`src/core/ttf_map.vh`:
```
// register map, field positions, codes and timing constants of the trip block
`ifndef TTF_MAP_VH
`define TTF_MAP_VH
// ****************************************
// register offsets
// ****************************************
`define TTF_CTRL      8'h00
`define TTF_STAT      8'h04
`define TTF_EVACT     8'h08
`define TTF_CAUSE     8'h0c
`define TTF_REFLIM    8'h10
`define TTF_RATES     8'h14
`define TTF_SPDREF    8'h18
`define TTF_SW0       8'h1c
`define TTF_SW1       8'h20
`define TTF_SW2       8'h24
`define TTF_HSSPD     8'h28
`define TTF_OVSSP     8'h2c
`define TTF_STEMP     8'h30
`define TTF_SRATE     8'h34
`define TTF_EGTSP     8'h38
`define TTF_ETRL      8'h3c
`define TTF_ACCSP     8'h40
`define TTF_CURVE     8'h80
`define TTF_CURVE_N   5'd20
// ****************************************
// control bits
// ****************************************
`define TTF_C_LIQ     0
`define TTF_C_DUAL    1
`define TTF_C_OVST    2
`define TTF_C_PROBE   3
`define TTF_C_STEMP   4
`define TTF_C_ACCV    5
`define TTF_C_RATE    7:6
`define TTF_C_RAISE   8
`define TTF_C_LOWER   9
`define TTF_RATE_FAST 2'h1
`define TTF_RATE_INST 2'h2
// ****************************************
// action codes and reset values
// ****************************************
`define TTF_ACT_DIS   3'h1
`define TTF_ACT_ALM   3'h2
`define TTF_ACT_SOFT  3'h3
`define TTF_ACT_HARD  3'h4
`define TTF_ACT_USER  3'h5
`define TTF_EVACT_RST 32'h00492492
`define TTF_REF_RST   32'h0e100bb8
`define TTF_RATE_RST  32'h0064000a
`define TTF_SPD_RST   16'h01f4
`define TTF_OVS_RST   16'hffff
`define TTF_PT_LAST   3'h4
`define TTF_CURVES    4'ha
// ****************************************
// timing
// ****************************************
`define TTF_CLK_NS    50
`define TTF_TICK_NS   1000000
`define TTF_MILLI     32'h000003e8
`endif

```
`src/core/ttf_sync3.v`:
```
// three-stage input synchroniser with agreement filter
module ttf_sync3 #(
   parameter W = 1
) (
   input  wire         clk,
   input  wire         rst_n,
   input  wire         ce,
   input  wire [W-1:0] d,
   output reg  [W-1:0] q
);
   reg [W-1:0] s1_r;
   reg [W-1:0] s2_r;
   reg [W-1:0] s3_r;
   wire [W-1:0] agree = ~(s2_r ^ s3_r);
   always @(posedge clk)
   begin
      if (!rst_n)
      begin
         s1_r <= {W{1'b0}};
         s2_r <= {W{1'b0}};
         s3_r <= {W{1'b0}};
         q    <= {W{1'b0}};
      end
      else if (ce)
      begin
         s1_r <= d;
         s2_r <= s1_r;
         s3_r <= s2_r;
         // change only once stages two and three agree
         q    <= (agree & s3_r) | (~agree & q);
      end
   end
endmodule

```
`src/core/ttf_curve_mem.v`:
```
// breakpoint store for limiter curves, registered read
module ttf_curve_mem #(
   parameter AW    = 5,
   parameter DW    = 24,
   parameter DEPTH = 20
) (
   input  wire          clk,
   input  wire          ce,
   input  wire          we,
   input  wire [AW-1:0] waddr,
   input  wire [DW-1:0] wdata,
   input  wire [AW-1:0] raddr,
   output reg  [DW-1:0] rdata
);
   reg [DW-1:0] mem [0:DEPTH-1];
   always @(posedge clk)
   begin
      if (ce)
      begin
         if (we)
            mem[waddr] <= wdata;
         rdata <= mem[raddr];
      end
   end
endmodule

```
`src/core/ttf_core.v`:
```
// trip latching, speed reference, speed switches and fuel limiter selection
//
// Overview of operation
// - soft shutdown opens generator breaker, fuel left alone
// - first soft, first hard and last shutdown cause codes readable over the register bus
// - acknowledge silences horn, latches stay set
// - reset clears soft latch only once its condition is gone
// - hard latch clears on reset only if condition gone and speed low
// - hard shutdown suppresses later soft events
// - first-out codes; soft shown with hard only if soft came first
// - hard shutdown zeroes valve demand, closes shutoff valves, opens breaker
// - summary relay on while any hard shutdown is latched
// - speed reference ramps between limits at default, fast or instant rate
// - three speed switches compare speed to own setpoints
// - dual dynamics picks gain set from droop or isochronous mode
// - overspeed setpoint writable in running unit only under test enable
// - failed probe indication suppressed until speed is expected
// - accel limit from rate controller or pressure curve
// - accel curve caps valve demand from above
// - decel curve sets floor for valve demand
// - separate curve sets per fuel, active fuel chooses
// - decel curve five breakpoints evaluated in order one to five
// - start temperature setpoint ramps low to high at configured rate
// - temperature loop reverts to topping once speed control reached
// - least fuel demand among limiters wins
// - each event has action code: disabled, alarm, soft, hard, user
//
// Implementation choices: the APB register port and the register addresses.
`include "ttf_map.vh"
module ttf_core #(
   parameter NEV      = 8,
   parameter TICK_CYC = `TTF_TICK_NS / `TTF_CLK_NS
) (
   input  wire           clk,
   input  wire           rst_n,
   input  wire           ce,
   input  wire [7:0]     paddr,
   input  wire           psel,
   input  wire           penable,
   input  wire           pwrite,
   input  wire [31:0]    pwdata,
   output reg  [31:0]    prdata,
   output wire           pready,
   output reg            pslverr,
   input  wire [NEV-1:0] evt_in,
   input  wire           ack_in,
   input  wire           reset_in,
   input  wire [15:0]    pt_speed,
   input  wire [15:0]    compressor_discharge_pressure,
   input  wire           pt_in_control,
   input  wire           droop_mode,
   input  wire           speed_expected,
   input  wire           probe_fail,
   input  wire           fuel_sov_req,
   input  wire [7:0]     speed_dmd,
   input  wire [7:0]     accel_pid_dmd,
   input  wire [7:0]     egt_dmd,
   input  wire [7:0]     egt_rate_dmd,
   output reg            breaker_open,
   output reg            fuel_sov_open,
   output reg  [7:0]     valve_dmd,
   output reg            horn,
   output reg            summary_sd_relay,
   output reg            alarm_relay,
   output reg  [2:0]     spd_sw,
   output reg            gain_set_sel,
   output reg            probe_fail_ind,
   output reg  [15:0]    spd_ref,
   output reg  [15:0]    egt_setpoint,
   output reg  [15:0]    exhaust_temp_rate_limit,
   output reg  [15:0]    accel_rate_sp
);
   localparam NE = NEV + 1;
   // ****************************************
   // registers
   // ****************************************
   reg  [9:0]  ctrl_r;
   reg  [31:0] evact_r;
   reg  [31:0] reflim_r;
   reg  [31:0] rates_r;
   reg  [15:0] sw_sp_r [0:2];
   reg  [15:0] hsspd_r;
   reg  [15:0] ovs_sp_r;
   reg  [31:0] stemp_r;
   reg  [15:0] srate_r;
   reg  [15:0] egtsp_r;
   reg  [NE-1:0] soft_lat_r;
   reg  [NE-1:0] hard_lat_r;
   reg  [NE-1:0] alm_lat_r;
   reg  [7:0]  first_soft_r;
   reg  [7:0]  first_hard_r;
   reg  [7:0]  last_code_r;
   reg         ack_d_r;
   reg         rst_d_r;
   reg  [31:0] ref_m_r;
   reg  [31:0] egt_m_r;
   reg         topping_r;
   reg  [31:0] tick_cnt_r;
   reg  [3:0]  rd_cnt_r;
   reg  [3:0]  vd_cnt_r;
   reg         vd_r;
   reg         found_r;
   reg  [7:0]  ysel_r;
   reg  [7:0]  accel_y_r;
   reg  [7:0]  decel_y_r;
   wire [NEV+1:0] sync_q;
   wire [23:0] crv_q;
   // ****************************************
   // input synchronisers and curve store
   // ****************************************
   ttf_sync3 #(.W(NEV + 2)) u_sync (
      .clk   (clk),
      .rst_n (rst_n),
      .ce    (ce),
      .d     ({reset_in, ack_in, evt_in}),
      .q     (sync_q)
   );
   wire [NEV-1:0] evt_f  = sync_q[NEV-1:0];
   wire           ack_f  = sync_q[NEV];
   wire           rst_f  = sync_q[NEV+1];
   wire           ack_p  = ack_f & ~ack_d_r;
   wire           rst_p  = rst_f & ~rst_d_r;
   wire           wr     = psel & penable & pwrite;
   wire [4:0]     crv_wa = paddr[6:2];
   wire           crv_hit = (paddr >= `TTF_CURVE) && (crv_wa < `TTF_CURVE_N);
   wire           liq    = ctrl_r[`TTF_C_LIQ];
   wire [4:0]     crv_ra = (liq ? {1'b0, `TTF_CURVES} : 5'h00) + {1'b0, rd_cnt_r};
   ttf_curve_mem #(.AW(5), .DW(24), .DEPTH(20)) u_mem (
      .clk   (clk),
      .ce    (ce),
      .we    (wr & crv_hit),
      .waddr (crv_wa),
      .wdata (pwdata[23:0]),
      .raddr (crv_ra),
      .rdata (crv_q)
   );
   // ****************************************
   // event classification
   // ****************************************
   wire           ovs_cond = pt_speed > ovs_sp_r;
   wire [NE-1:0]  cond     = {ovs_cond, evt_f};
   wire           any_hard = |hard_lat_r;
   wire           any_soft = |soft_lat_r;
   wire           spd_low  = pt_speed < hsspd_r;
   reg  [NE-1:0]  is_hard;
   reg  [NE-1:0]  is_soft;
   reg  [NE-1:0]  is_alm;
   reg  [2:0]     act;
   integer        i;
   always @*
   begin
      act = `TTF_ACT_DIS;
      for (i = 0; i < NE; i = i + 1)
      begin
         // overspeed trip is always a hard shutdown
         act = (i == NEV) ? `TTF_ACT_HARD : evact_r[3*i +: 3];
         is_hard[i] = (act == `TTF_ACT_HARD);
         is_soft[i] = (act == `TTF_ACT_SOFT);
         is_alm[i]  = (act == `TTF_ACT_ALM);
      end
   end
   wire [NE-1:0] hard_set = cond & is_hard;
   wire [NE-1:0] soft_set = cond & is_soft & {NE{~any_hard}};
   wire [NE-1:0] alm_set  = cond & is_alm;
   wire [NE-1:0] hard_new = hard_set & ~hard_lat_r;
   wire [NE-1:0] soft_new = soft_set & ~soft_lat_r;
   wire [NE-1:0] alm_new  = alm_set & ~alm_lat_r;
   wire [NE-1:0] clr_ok   = {NE{rst_p}} & ~cond;
   // lowest index of a vector as code, index plus one
   function [7:0] code_of;
      input [NE-1:0] v;
      integer k;
      begin
         code_of = 8'h00;
         for (k = NE - 1; k >= 0; k = k - 1)
            if (v[k])
               code_of = k[7:0] + 8'h01;
      end
   endfunction
   // ****************************************
   // latches, horn, first-out
   // ****************************************
   always @(posedge clk)
   begin
      if (!rst_n)
      begin
         soft_lat_r   <= {NE{1'b0}};
         hard_lat_r   <= {NE{1'b0}};
         alm_lat_r    <= {NE{1'b0}};
         horn         <= 1'b0;
         first_soft_r <= 8'h00;
         first_hard_r <= 8'h00;
         last_code_r  <= 8'h00;
         ack_d_r      <= 1'b0;
         rst_d_r      <= 1'b0;
      end
      else if (ce)
      begin
         ack_d_r    <= ack_f;
         rst_d_r    <= rst_f;
         // set wins over reset in the same cycle
         soft_lat_r <= soft_set | (soft_lat_r & ~clr_ok);
         alm_lat_r  <= alm_set | (alm_lat_r & ~clr_ok);
         hard_lat_r <= hard_set | (hard_lat_r & ~(clr_ok & {NE{spd_low}}));
         if (any_hard)
            soft_lat_r <= {NE{1'b0}};
         if (|(hard_new | soft_new | alm_new))
            horn <= 1'b1;
         else if (ack_p)
            horn <= 1'b0;
         if (|hard_new)
            last_code_r <= code_of(hard_new);
         else if (|soft_new)
            last_code_r <= code_of(soft_new);
         // soft first-out only when no shutdown of any kind preceded it
         if (!any_hard && !any_soft && |soft_new && !(|hard_new))
            first_soft_r <= code_of(soft_new);
         else if (!any_soft && !any_hard)
            first_soft_r <= 8'h00;
         if (!any_hard && |hard_new)
            first_hard_r <= code_of(hard_new);
         else if (!any_hard)
            first_hard_r <= 8'h00;
      end
   end
   // ****************************************
   // trip outputs
   // ****************************************
   wire [7:0] least_fuel_select_bus;
   wire [7:0] fin;
   always @(posedge clk)
   begin
      if (!rst_n)
      begin
         breaker_open     <= 1'b0;
         fuel_sov_open    <= 1'b0;
         valve_dmd        <= 8'h00;
         summary_sd_relay <= 1'b0;
         alarm_relay      <= 1'b0;
         gain_set_sel     <= 1'b0;
         probe_fail_ind   <= 1'b0;
      end
      else if (ce)
      begin
         breaker_open     <= any_soft | any_hard;
         fuel_sov_open    <= fuel_sov_req & ~any_hard;
         valve_dmd        <= any_hard ? 8'h00 : fin;
         summary_sd_relay <= any_hard;
         alarm_relay      <= |(alm_lat_r | soft_lat_r | hard_lat_r);
         gain_set_sel     <= ctrl_r[`TTF_C_DUAL] & droop_mode;
         probe_fail_ind   <= probe_fail &
                             (speed_expected | ~ctrl_r[`TTF_C_PROBE]);
      end
   end
   // ****************************************
   // ramp tick
   // ****************************************
   wire tick = (tick_cnt_r == TICK_CYC - 1);
   always @(posedge clk)
   begin
      if (!rst_n)
         tick_cnt_r <= 32'h00000000;
      else if (ce)
         tick_cnt_r <= tick ? 32'h00000000 : tick_cnt_r + 32'h00000001;
   end
   // ****************************************
   // speed reference, milli-rpm held
   // ****************************************
   wire [31:0] lo_m   = {16'h0000, reflim_r[15:0]} * `TTF_MILLI;
   wire [31:0] hi_m   = {16'h0000, reflim_r[31:16]} * `TTF_MILLI;
   wire [1:0]  rsel   = ctrl_r[`TTF_C_RATE];
   wire [31:0] rate   = {16'h0000, (rsel == `TTF_RATE_FAST) ? rates_r[31:16]
                                                            : rates_r[15:0]};
   wire        inst   = (rsel == `TTF_RATE_INST);
   wire [31:0] ref_q  = ref_m_r / `TTF_MILLI;
   always @(posedge clk)
   begin
      if (!rst_n)
      begin
         ref_m_r <= 32'h00000000;
         spd_ref <= 16'h0000;
      end
      else if (ce)
      begin
         spd_ref <= ref_q[15:0];
         if (any_hard)
            ref_m_r <= lo_m;
         else if (ctrl_r[`TTF_C_RAISE] && inst)
            ref_m_r <= hi_m;
         else if (ctrl_r[`TTF_C_LOWER] && inst)
            ref_m_r <= lo_m;
         else if (ctrl_r[`TTF_C_RAISE] && tick)
            ref_m_r <= (ref_m_r + rate >= hi_m) ? hi_m : ref_m_r + rate;
         else if (ctrl_r[`TTF_C_LOWER] && tick)
            ref_m_r <= (ref_m_r <= lo_m + rate) ? lo_m : ref_m_r - rate;
         else if (ref_m_r < lo_m)
            ref_m_r <= lo_m;
         else if (ref_m_r > hi_m)
            ref_m_r <= hi_m;
      end
   end
   // ****************************************
   // speed switches
   // ****************************************
   wire [2:0] sw_hit;
   genvar g;
   generate
      for (g = 0; g < 3; g = g + 1)
      begin : g_sw
         assign sw_hit[g] = (pt_speed >= sw_sp_r[g]);
      end
   endgenerate
   always @(posedge clk)
   begin
      if (!rst_n)
         spd_sw <= 3'h0;
      else if (ce)
         spd_sw <= sw_hit;
   end
   // ****************************************
   // exhaust temperature setpoint
   // ****************************************
   wire [31:0] tlo_m = {16'h0000, stemp_r[15:0]} * `TTF_MILLI;
   wire [31:0] thi_m = {16'h0000, stemp_r[31:16]} * `TTF_MILLI;
   wire [31:0] trate = {16'h0000, srate_r};
   wire [31:0] egt_q = egt_m_r / `TTF_MILLI;
   wire        start_lim = ctrl_r[`TTF_C_STEMP] & ~topping_r;
   always @(posedge clk)
   begin
      if (!rst_n)
      begin
         egt_m_r      <= 32'h00000000;
         topping_r    <= 1'b0;
         egt_setpoint <= 16'h0000;
      end
      else if (ce)
      begin
         if (any_hard)
            topping_r <= 1'b0;
         else if (pt_in_control)
            topping_r <= 1'b1;
         if (!start_lim || any_hard)
            egt_m_r <= tlo_m;
         else if (tick)
            egt_m_r <= (egt_m_r + trate >= thi_m) ? thi_m : egt_m_r + trate;
         egt_setpoint <= start_lim ? egt_q[15:0] : egtsp_r;
      end
   end
   // ****************************************
   // curve walker, points in order
   // ****************************************
   wire [2:0] pt     = (vd_cnt_r < 4'h5) ? vd_cnt_r[2:0] : vd_cnt_r[2:0] - 3'h5;
   wire       pt0    = (pt == 3'h0);
   wire       was_f  = pt0 ? 1'b0 : found_r;
   wire       hit    = ~was_f & ((compressor_discharge_pressure <= crv_q[15:0]) | (pt == `TTF_PT_LAST));
   wire [7:0] y_now  = hit ? crv_q[23:16] : ysel_r;
   always @(posedge clk)
   begin
      if (!rst_n)
      begin
         rd_cnt_r  <= 4'h0;
         vd_cnt_r  <= 4'h0;
         vd_r      <= 1'b0;
         found_r   <= 1'b0;
         ysel_r    <= 8'h00;
         accel_y_r <= 8'h00;
         decel_y_r <= 8'h00;
      end
      else if (ce)
      begin
         rd_cnt_r <= (rd_cnt_r == `TTF_CURVES - 4'h1) ? 4'h0 : rd_cnt_r + 4'h1;
         vd_cnt_r <= rd_cnt_r;
         vd_r     <= 1'b1;
         if (vd_r)
         begin
            found_r <= was_f | hit;
            ysel_r  <= y_now;
            if (pt == `TTF_PT_LAST && vd_cnt_r < 4'h5)
               accel_y_r <= y_now;
            if (pt == `TTF_PT_LAST && vd_cnt_r >= 4'h5)
               decel_y_r <= y_now;
         end
      end
   end
   // ****************************************
   // least fuel select and floor
   // ****************************************
   wire [7:0] acc_lim = ctrl_r[`TTF_C_ACCV] ? accel_y_r : accel_pid_dmd;
   wire [7:0] m1      = (speed_dmd < acc_lim) ? speed_dmd : acc_lim;
   wire [7:0] m2      = (egt_dmd < egt_rate_dmd) ? egt_dmd : egt_rate_dmd;
   assign least_fuel_select_bus = (m1 < m2) ? m1 : m2;
   assign fin = (least_fuel_select_bus < decel_y_r) ? decel_y_r : least_fuel_select_bus;
   // ****************************************
   // register bus
   // ****************************************
   assign pready = 1'b1;
   wire running  = (pt_speed != 16'h0000);
   reg  [31:0] rd_v;
   reg         rd_err;
   always @*
   begin
      rd_err = 1'b0;
      case (paddr)
         `TTF_CTRL:   rd_v = {22'h000000, ctrl_r};
         `TTF_STAT:   rd_v = {20'h00000, probe_fail_ind, spd_sw, gain_set_sel,
                              topping_r, fuel_sov_open, breaker_open, horn,
                              |alm_lat_r, any_hard, any_soft};
         `TTF_EVACT:  rd_v = evact_r;
         `TTF_CAUSE:  rd_v = {8'h00, last_code_r, first_hard_r, first_soft_r};
         `TTF_REFLIM: rd_v = reflim_r;
         `TTF_RATES:  rd_v = rates_r;
         `TTF_SPDREF: rd_v = {16'h0000, spd_ref};
         `TTF_SW0:    rd_v = {16'h0000, sw_sp_r[0]};
         `TTF_SW1:    rd_v = {16'h0000, sw_sp_r[1]};
         `TTF_SW2:    rd_v = {16'h0000, sw_sp_r[2]};
         `TTF_HSSPD:  rd_v = {16'h0000, hsspd_r};
         `TTF_OVSSP:  rd_v = {16'h0000, ovs_sp_r};
         `TTF_STEMP:  rd_v = stemp_r;
         `TTF_SRATE:  rd_v = {16'h0000, srate_r};
         `TTF_EGTSP:  rd_v = {16'h0000, egtsp_r};
         `TTF_ETRL:   rd_v = {16'h0000, exhaust_temp_rate_limit};
         `TTF_ACCSP:  rd_v = {16'h0000, accel_rate_sp};
         default:
         begin
            rd_v   = 32'h00000000;
            rd_err = ~crv_hit;
         end
      endcase
   end
   always @(posedge clk)
   begin
      if (!rst_n)
      begin
         prdata                  <= 32'h00000000;
         pslverr                 <= 1'b0;
         ctrl_r                  <= 10'h000;
         evact_r                 <= `TTF_EVACT_RST;
         reflim_r                <= `TTF_REF_RST;
         rates_r                 <= `TTF_RATE_RST;
         sw_sp_r[0]              <= `TTF_SPD_RST;
         sw_sp_r[1]              <= `TTF_SPD_RST;
         sw_sp_r[2]              <= `TTF_SPD_RST;
         hsspd_r                 <= `TTF_SPD_RST;
         ovs_sp_r                <= `TTF_OVS_RST;
         stemp_r                 <= 32'h00000000;
         srate_r                 <= 16'h0000;
         egtsp_r                 <= 16'h0000;
         exhaust_temp_rate_limit <= 16'h0000;
         accel_rate_sp           <= 16'h0000;
      end
      else if (ce)
      begin
         if (psel && !penable)
         begin
            prdata  <= pwrite ? 32'h00000000 : rd_v;
            pslverr <= rd_err;
         end
         if (wr)
         begin
            case (paddr)
               `TTF_CTRL:   ctrl_r <= pwdata[9:0];
               `TTF_EVACT:  evact_r <= pwdata;
               `TTF_REFLIM: reflim_r <= pwdata;
               `TTF_RATES:  rates_r <= pwdata;
               `TTF_SW0:    sw_sp_r[0] <= pwdata[15:0];
               `TTF_SW1:    sw_sp_r[1] <= pwdata[15:0];
               `TTF_SW2:    sw_sp_r[2] <= pwdata[15:0];
               `TTF_HSSPD:  hsspd_r <= pwdata[15:0];
               `TTF_OVSSP:
               begin
                  if (ctrl_r[`TTF_C_OVST] || !running)
                     ovs_sp_r <= pwdata[15:0];
               end
               `TTF_STEMP:  stemp_r <= pwdata;
               `TTF_SRATE:  srate_r <= pwdata[15:0];
               `TTF_EGTSP:  egtsp_r <= pwdata[15:0];
               `TTF_ETRL:   exhaust_temp_rate_limit <= pwdata[15:0];
               `TTF_ACCSP:  accel_rate_sp <= pwdata[15:0];
               default:     ctrl_r <= ctrl_r;
            endcase
         end
      end
   end
endmodule

```
`config.mk`:
```
export PLATFORM = sky130hd
export DESIGN_NAME = ttf_core
export DESIGN_NICKNAME = d
export VERILOG_FILES = /design/src/core/ttf_sync3.v /design/src/core/ttf_curve_mem.v /design/src/core/ttf_core.v
export VERILOG_INCLUDE_DIRS = /design/src /design/src/core
export SDC_FILE = /design/constraint.sdc
export NUM_CORES = 2
export LEC_CHECK = 0
export BUFFER_PORTS_ARGS = -buffer_cell sky130_fd_sc_hd__buf_2
export CORE_ASPECT_RATIO = 0.6
export CORE_MARGIN = 2
export CORE_UTILIZATION = 50
export CTS_BUF_LIST = sky130_fd_sc_hd__clkbuf_4 sky130_fd_sc_hd__clkbuf_8 sky130_fd_sc_hd__clkbuf_16
export DETAILED_ROUTE_END_ITERATION = 12
export MAX_ROUTING_LAYER = met4
export PLACE_DENSITY = 0.7
export SLEW_MARGIN = 15
export SYNTH_ARGS = -nofsm -noshare
export SYNTH_HDL_FRONTEND = slang
export SYNTH_SLANG_ARGS = --single-unit
```
`constraint.sdc`:
```
create_clock -name clk -period 23.9 [get_ports clk]
set_input_delay 4.78 -clock clk [delete_from_list [all_inputs] [get_ports clk]]
set_output_delay 4.78 -clock clk [all_outputs]
set_load 0.03 [all_outputs]
```
==> flow_summary.toml <==
[global_route]
grt_start_max_net_pins = 140
grt_antenna_before_repair = 30
grt_first_pass_wirelength_um = 382000
grt_overflow = 0
grt_pass1_vias = 57600
track_usage = 0.347

[sta]
finalHoldViolations = 0
skew_ns = 0.0542
tns_ns = 0
period_minus_slack_ns = 19.12
setup_viol = 0
tightest_slew_ns = 1.30
slew_headroom = 0.132
clock.fmax_ghz = 0.0523
slew_viol_final = 0
min_period_over_period = 0.800
rsz0062_at_grt = "false"
layout_setup_ws_ns = 4.78

[placed_design]
numPortBuffers = 239
hpwl_um = 190000
finalWeightedCongestion = 1.04
dp_slack_ns = 5.13

[cts]
htreeDepth = 3
clk_path_buf_depth = 3
cts_buffers = 103
cts.clk_slew.worst_paths_ns = 0.07
root_buffer = "clkbuf_16"
cts_tree = "done"
post_cts_buffers = 0
cts.repair.resized = 0
insertion_delay_ns = 0.76
cts.sinks = 1081
cts-hold-fix-buffers = 0

[routing]
drt-total-wl_um = 260000
via_count = 63100
drc_errors = 0
avgRoutedWirePerCell_um = 26.7
drtIter0Drc = 8948
avgViaCountPerCell = 6.48
drt_pass1_iterations = 7
ant_nets = 0

[worst_setup_path]
critPathKind = "flop to flop"
endpoint_kind = "flop"
critPathMaxFanout = 14
critPathLaunchType = "flop"
worstPathArrival_ns = 19.73
crit_required_ns = 24.51
cp_top_family = "compound AO/OA/AOI/OAI gates"
cpMaxStageDelayCell = "a211oi_1"
crit_buf_inv = 0
slowest_delay_ns = 0.77

[die]
coreArea_um2 = 147000
die-width_um = 500
initial_core_util = 0.503
row_count = 109
chipHeight_um = 302
die_area_um2 = 151000
num_io_pins = 241

[job]
drv_cap = 0

[synth]
synth_seq_area_share = 0.367
synthDistinctLibCells = 146
yosysTopAreaCellShare = 0.224
synthTopCellsByCount = "nand2_1 (785), a21oi_1 (720), nor2_1 (568)"
ys_warn_count = 0
synth_nets = 8481
yosysTopAreaCell = "edfxtp_1"
ys_ff_latch = 1081
yosys.cell_count.top_type = "nand2_1"
async_reset_ff_frac = 0
synthCells = 7622
synth_area_um2 = 73900
synth_area_per_cell_um2 = 9.70
synthTopCellsByArea = "edfxtp_1 (22%), dfxtp_1 (14%), ha_1 (8.7%), fa_1 (6.0%), a21oi_1 (4.9%)"
synth_edf_count = 552
ys.flop_type = "edfxtp_1"

[power_and_ir_drop]
peakVddDrop_v = 0.000127
p_leak_nw = 31.2
power_mw = 5.72
p_per_area_nw_per_um2 = 70.8

[status]
status = "finished clean"

[worst_hold_path]
hold_class = "flop to flop"

[layout]
drive_above_1_share = 0.122
final_nets = 8543
fillers = 12800
syn2layout_area_growth_pct = 9.29
-- per-layer routing --
metal | vias to the layer above | GRT usage | part of all wire
met5 | - | - | 0
met4 | 0 | 0.0931 | 0.031
met3 | 439 | 0.125 | 0.15
met2 | 3720 | 0.438 | 0.38
met1 | 30700 | 0.512 | 0.44
li1 | 28200 | - | -
-- final cells by class --
| type | count | area [um2] | area share |
|---|---|---|---|
| multi-input cells | 5758 | 44000 | 0.544 |
| repair buffers | 342 | 1980 | 0.0245 |
| clock inverters | 65 | 861 | 0.0107 |
| clock buffers | 129 | 2820 | 0.0349 |
| flip-flops and latches | 1081 | 27200 | 0.336 |
| well taps | 1942 | 2430 | 0.0301 |
| inverters | 398 | 1500 | 0.0186 |
| diodes | 21 | 52.6 | 0.000650 |
-- worst reg2reg max path, delay by kind of cell (launching register included) --
family          cells  cell delay, ns
mux                 4            1.60
simple gates       17            6.12
flops               1            0.61
compound gates     30           10.62
-- registers in the layout, summed over array words and instances (netlist names), 24 cells and up, named ones only --
name and flops:
egt_m_r 32, evact_r 32, prdata 32, rates_r 32
ref_m_r 32, reflim_r 32, stemp_r 32, sw_sp_r 48
tick_cnt_r 32, u_mem.mem 480, u_mem.rdata 24
-- power breakdown --
| part | internal [mW] | total, mW | switching [mW] |
|---|---|---|---|
| sequential | 1.98 | 2.04 | 0.0673 |
| combinational | 0.698 | 1.88 | 1.18 |
| clock | 1.00 | 1.80 | 0.791 |
-- cells by family after synthesis --
kind of cell | count (synthesis) | synth area share
AND/OR/NAND/NOR | 2266 | 0.145
buffers and inverters | 783 | 0.0412
AO/OA/AOI/OAI | 2123 | 0.192
adder cells (fa/ha/maj) | 748 | 0.148
multiplexers | 329 | 0.0706
XOR/XNOR | 291 | 0.0351
flip-flops | 1081 | 0.367
other | 1 | 0.0000507
-- worst paths after layout --
kind         depth (start not counted)  slack (ns)          from              end
min reg2reg                          2        0.44  alm_lat_r[8]     alm_lat_r[8]
min                                  2        0.44  alm_lat_r[8]     alm_lat_r[8]
max reg2reg                         51        4.78   egt_m_r[27]  egt_setpoint[0]
max                                 51        4.78   egt_m_r[27]  egt_setpoint[0]
-- per-stage QoR --
stage	hold WS [ns]	cells	cell area [um2]	util
after floorplan	0.409	7622	73900	-
after global placement	0.420	9521	77100	0.524
after detailed placement	0.421	9521	77100	0.524
after CTS	0.432	9715	80700	0.549
after global routing	0.440	9732	80800	0.550
final	0.437	9736	80800	0.550
-- cells in the final DEF, fill, tap and decap left out, drive strengths merged, types with 117 or more instances in the layout --
cell type	count
ha	514
a211oi	143
nand2	786
a21oi	737
nand3	156
a22oi	117
mux4	144
o21ai	325
edfxtp	552
buf	341
nor2	572
clkbuf	130
nor3	141
dfxtp	529
fa	220
inv	401
xnor2	219
mux2i	120
No activity file was read; power rests on OpenSTA's default activity.
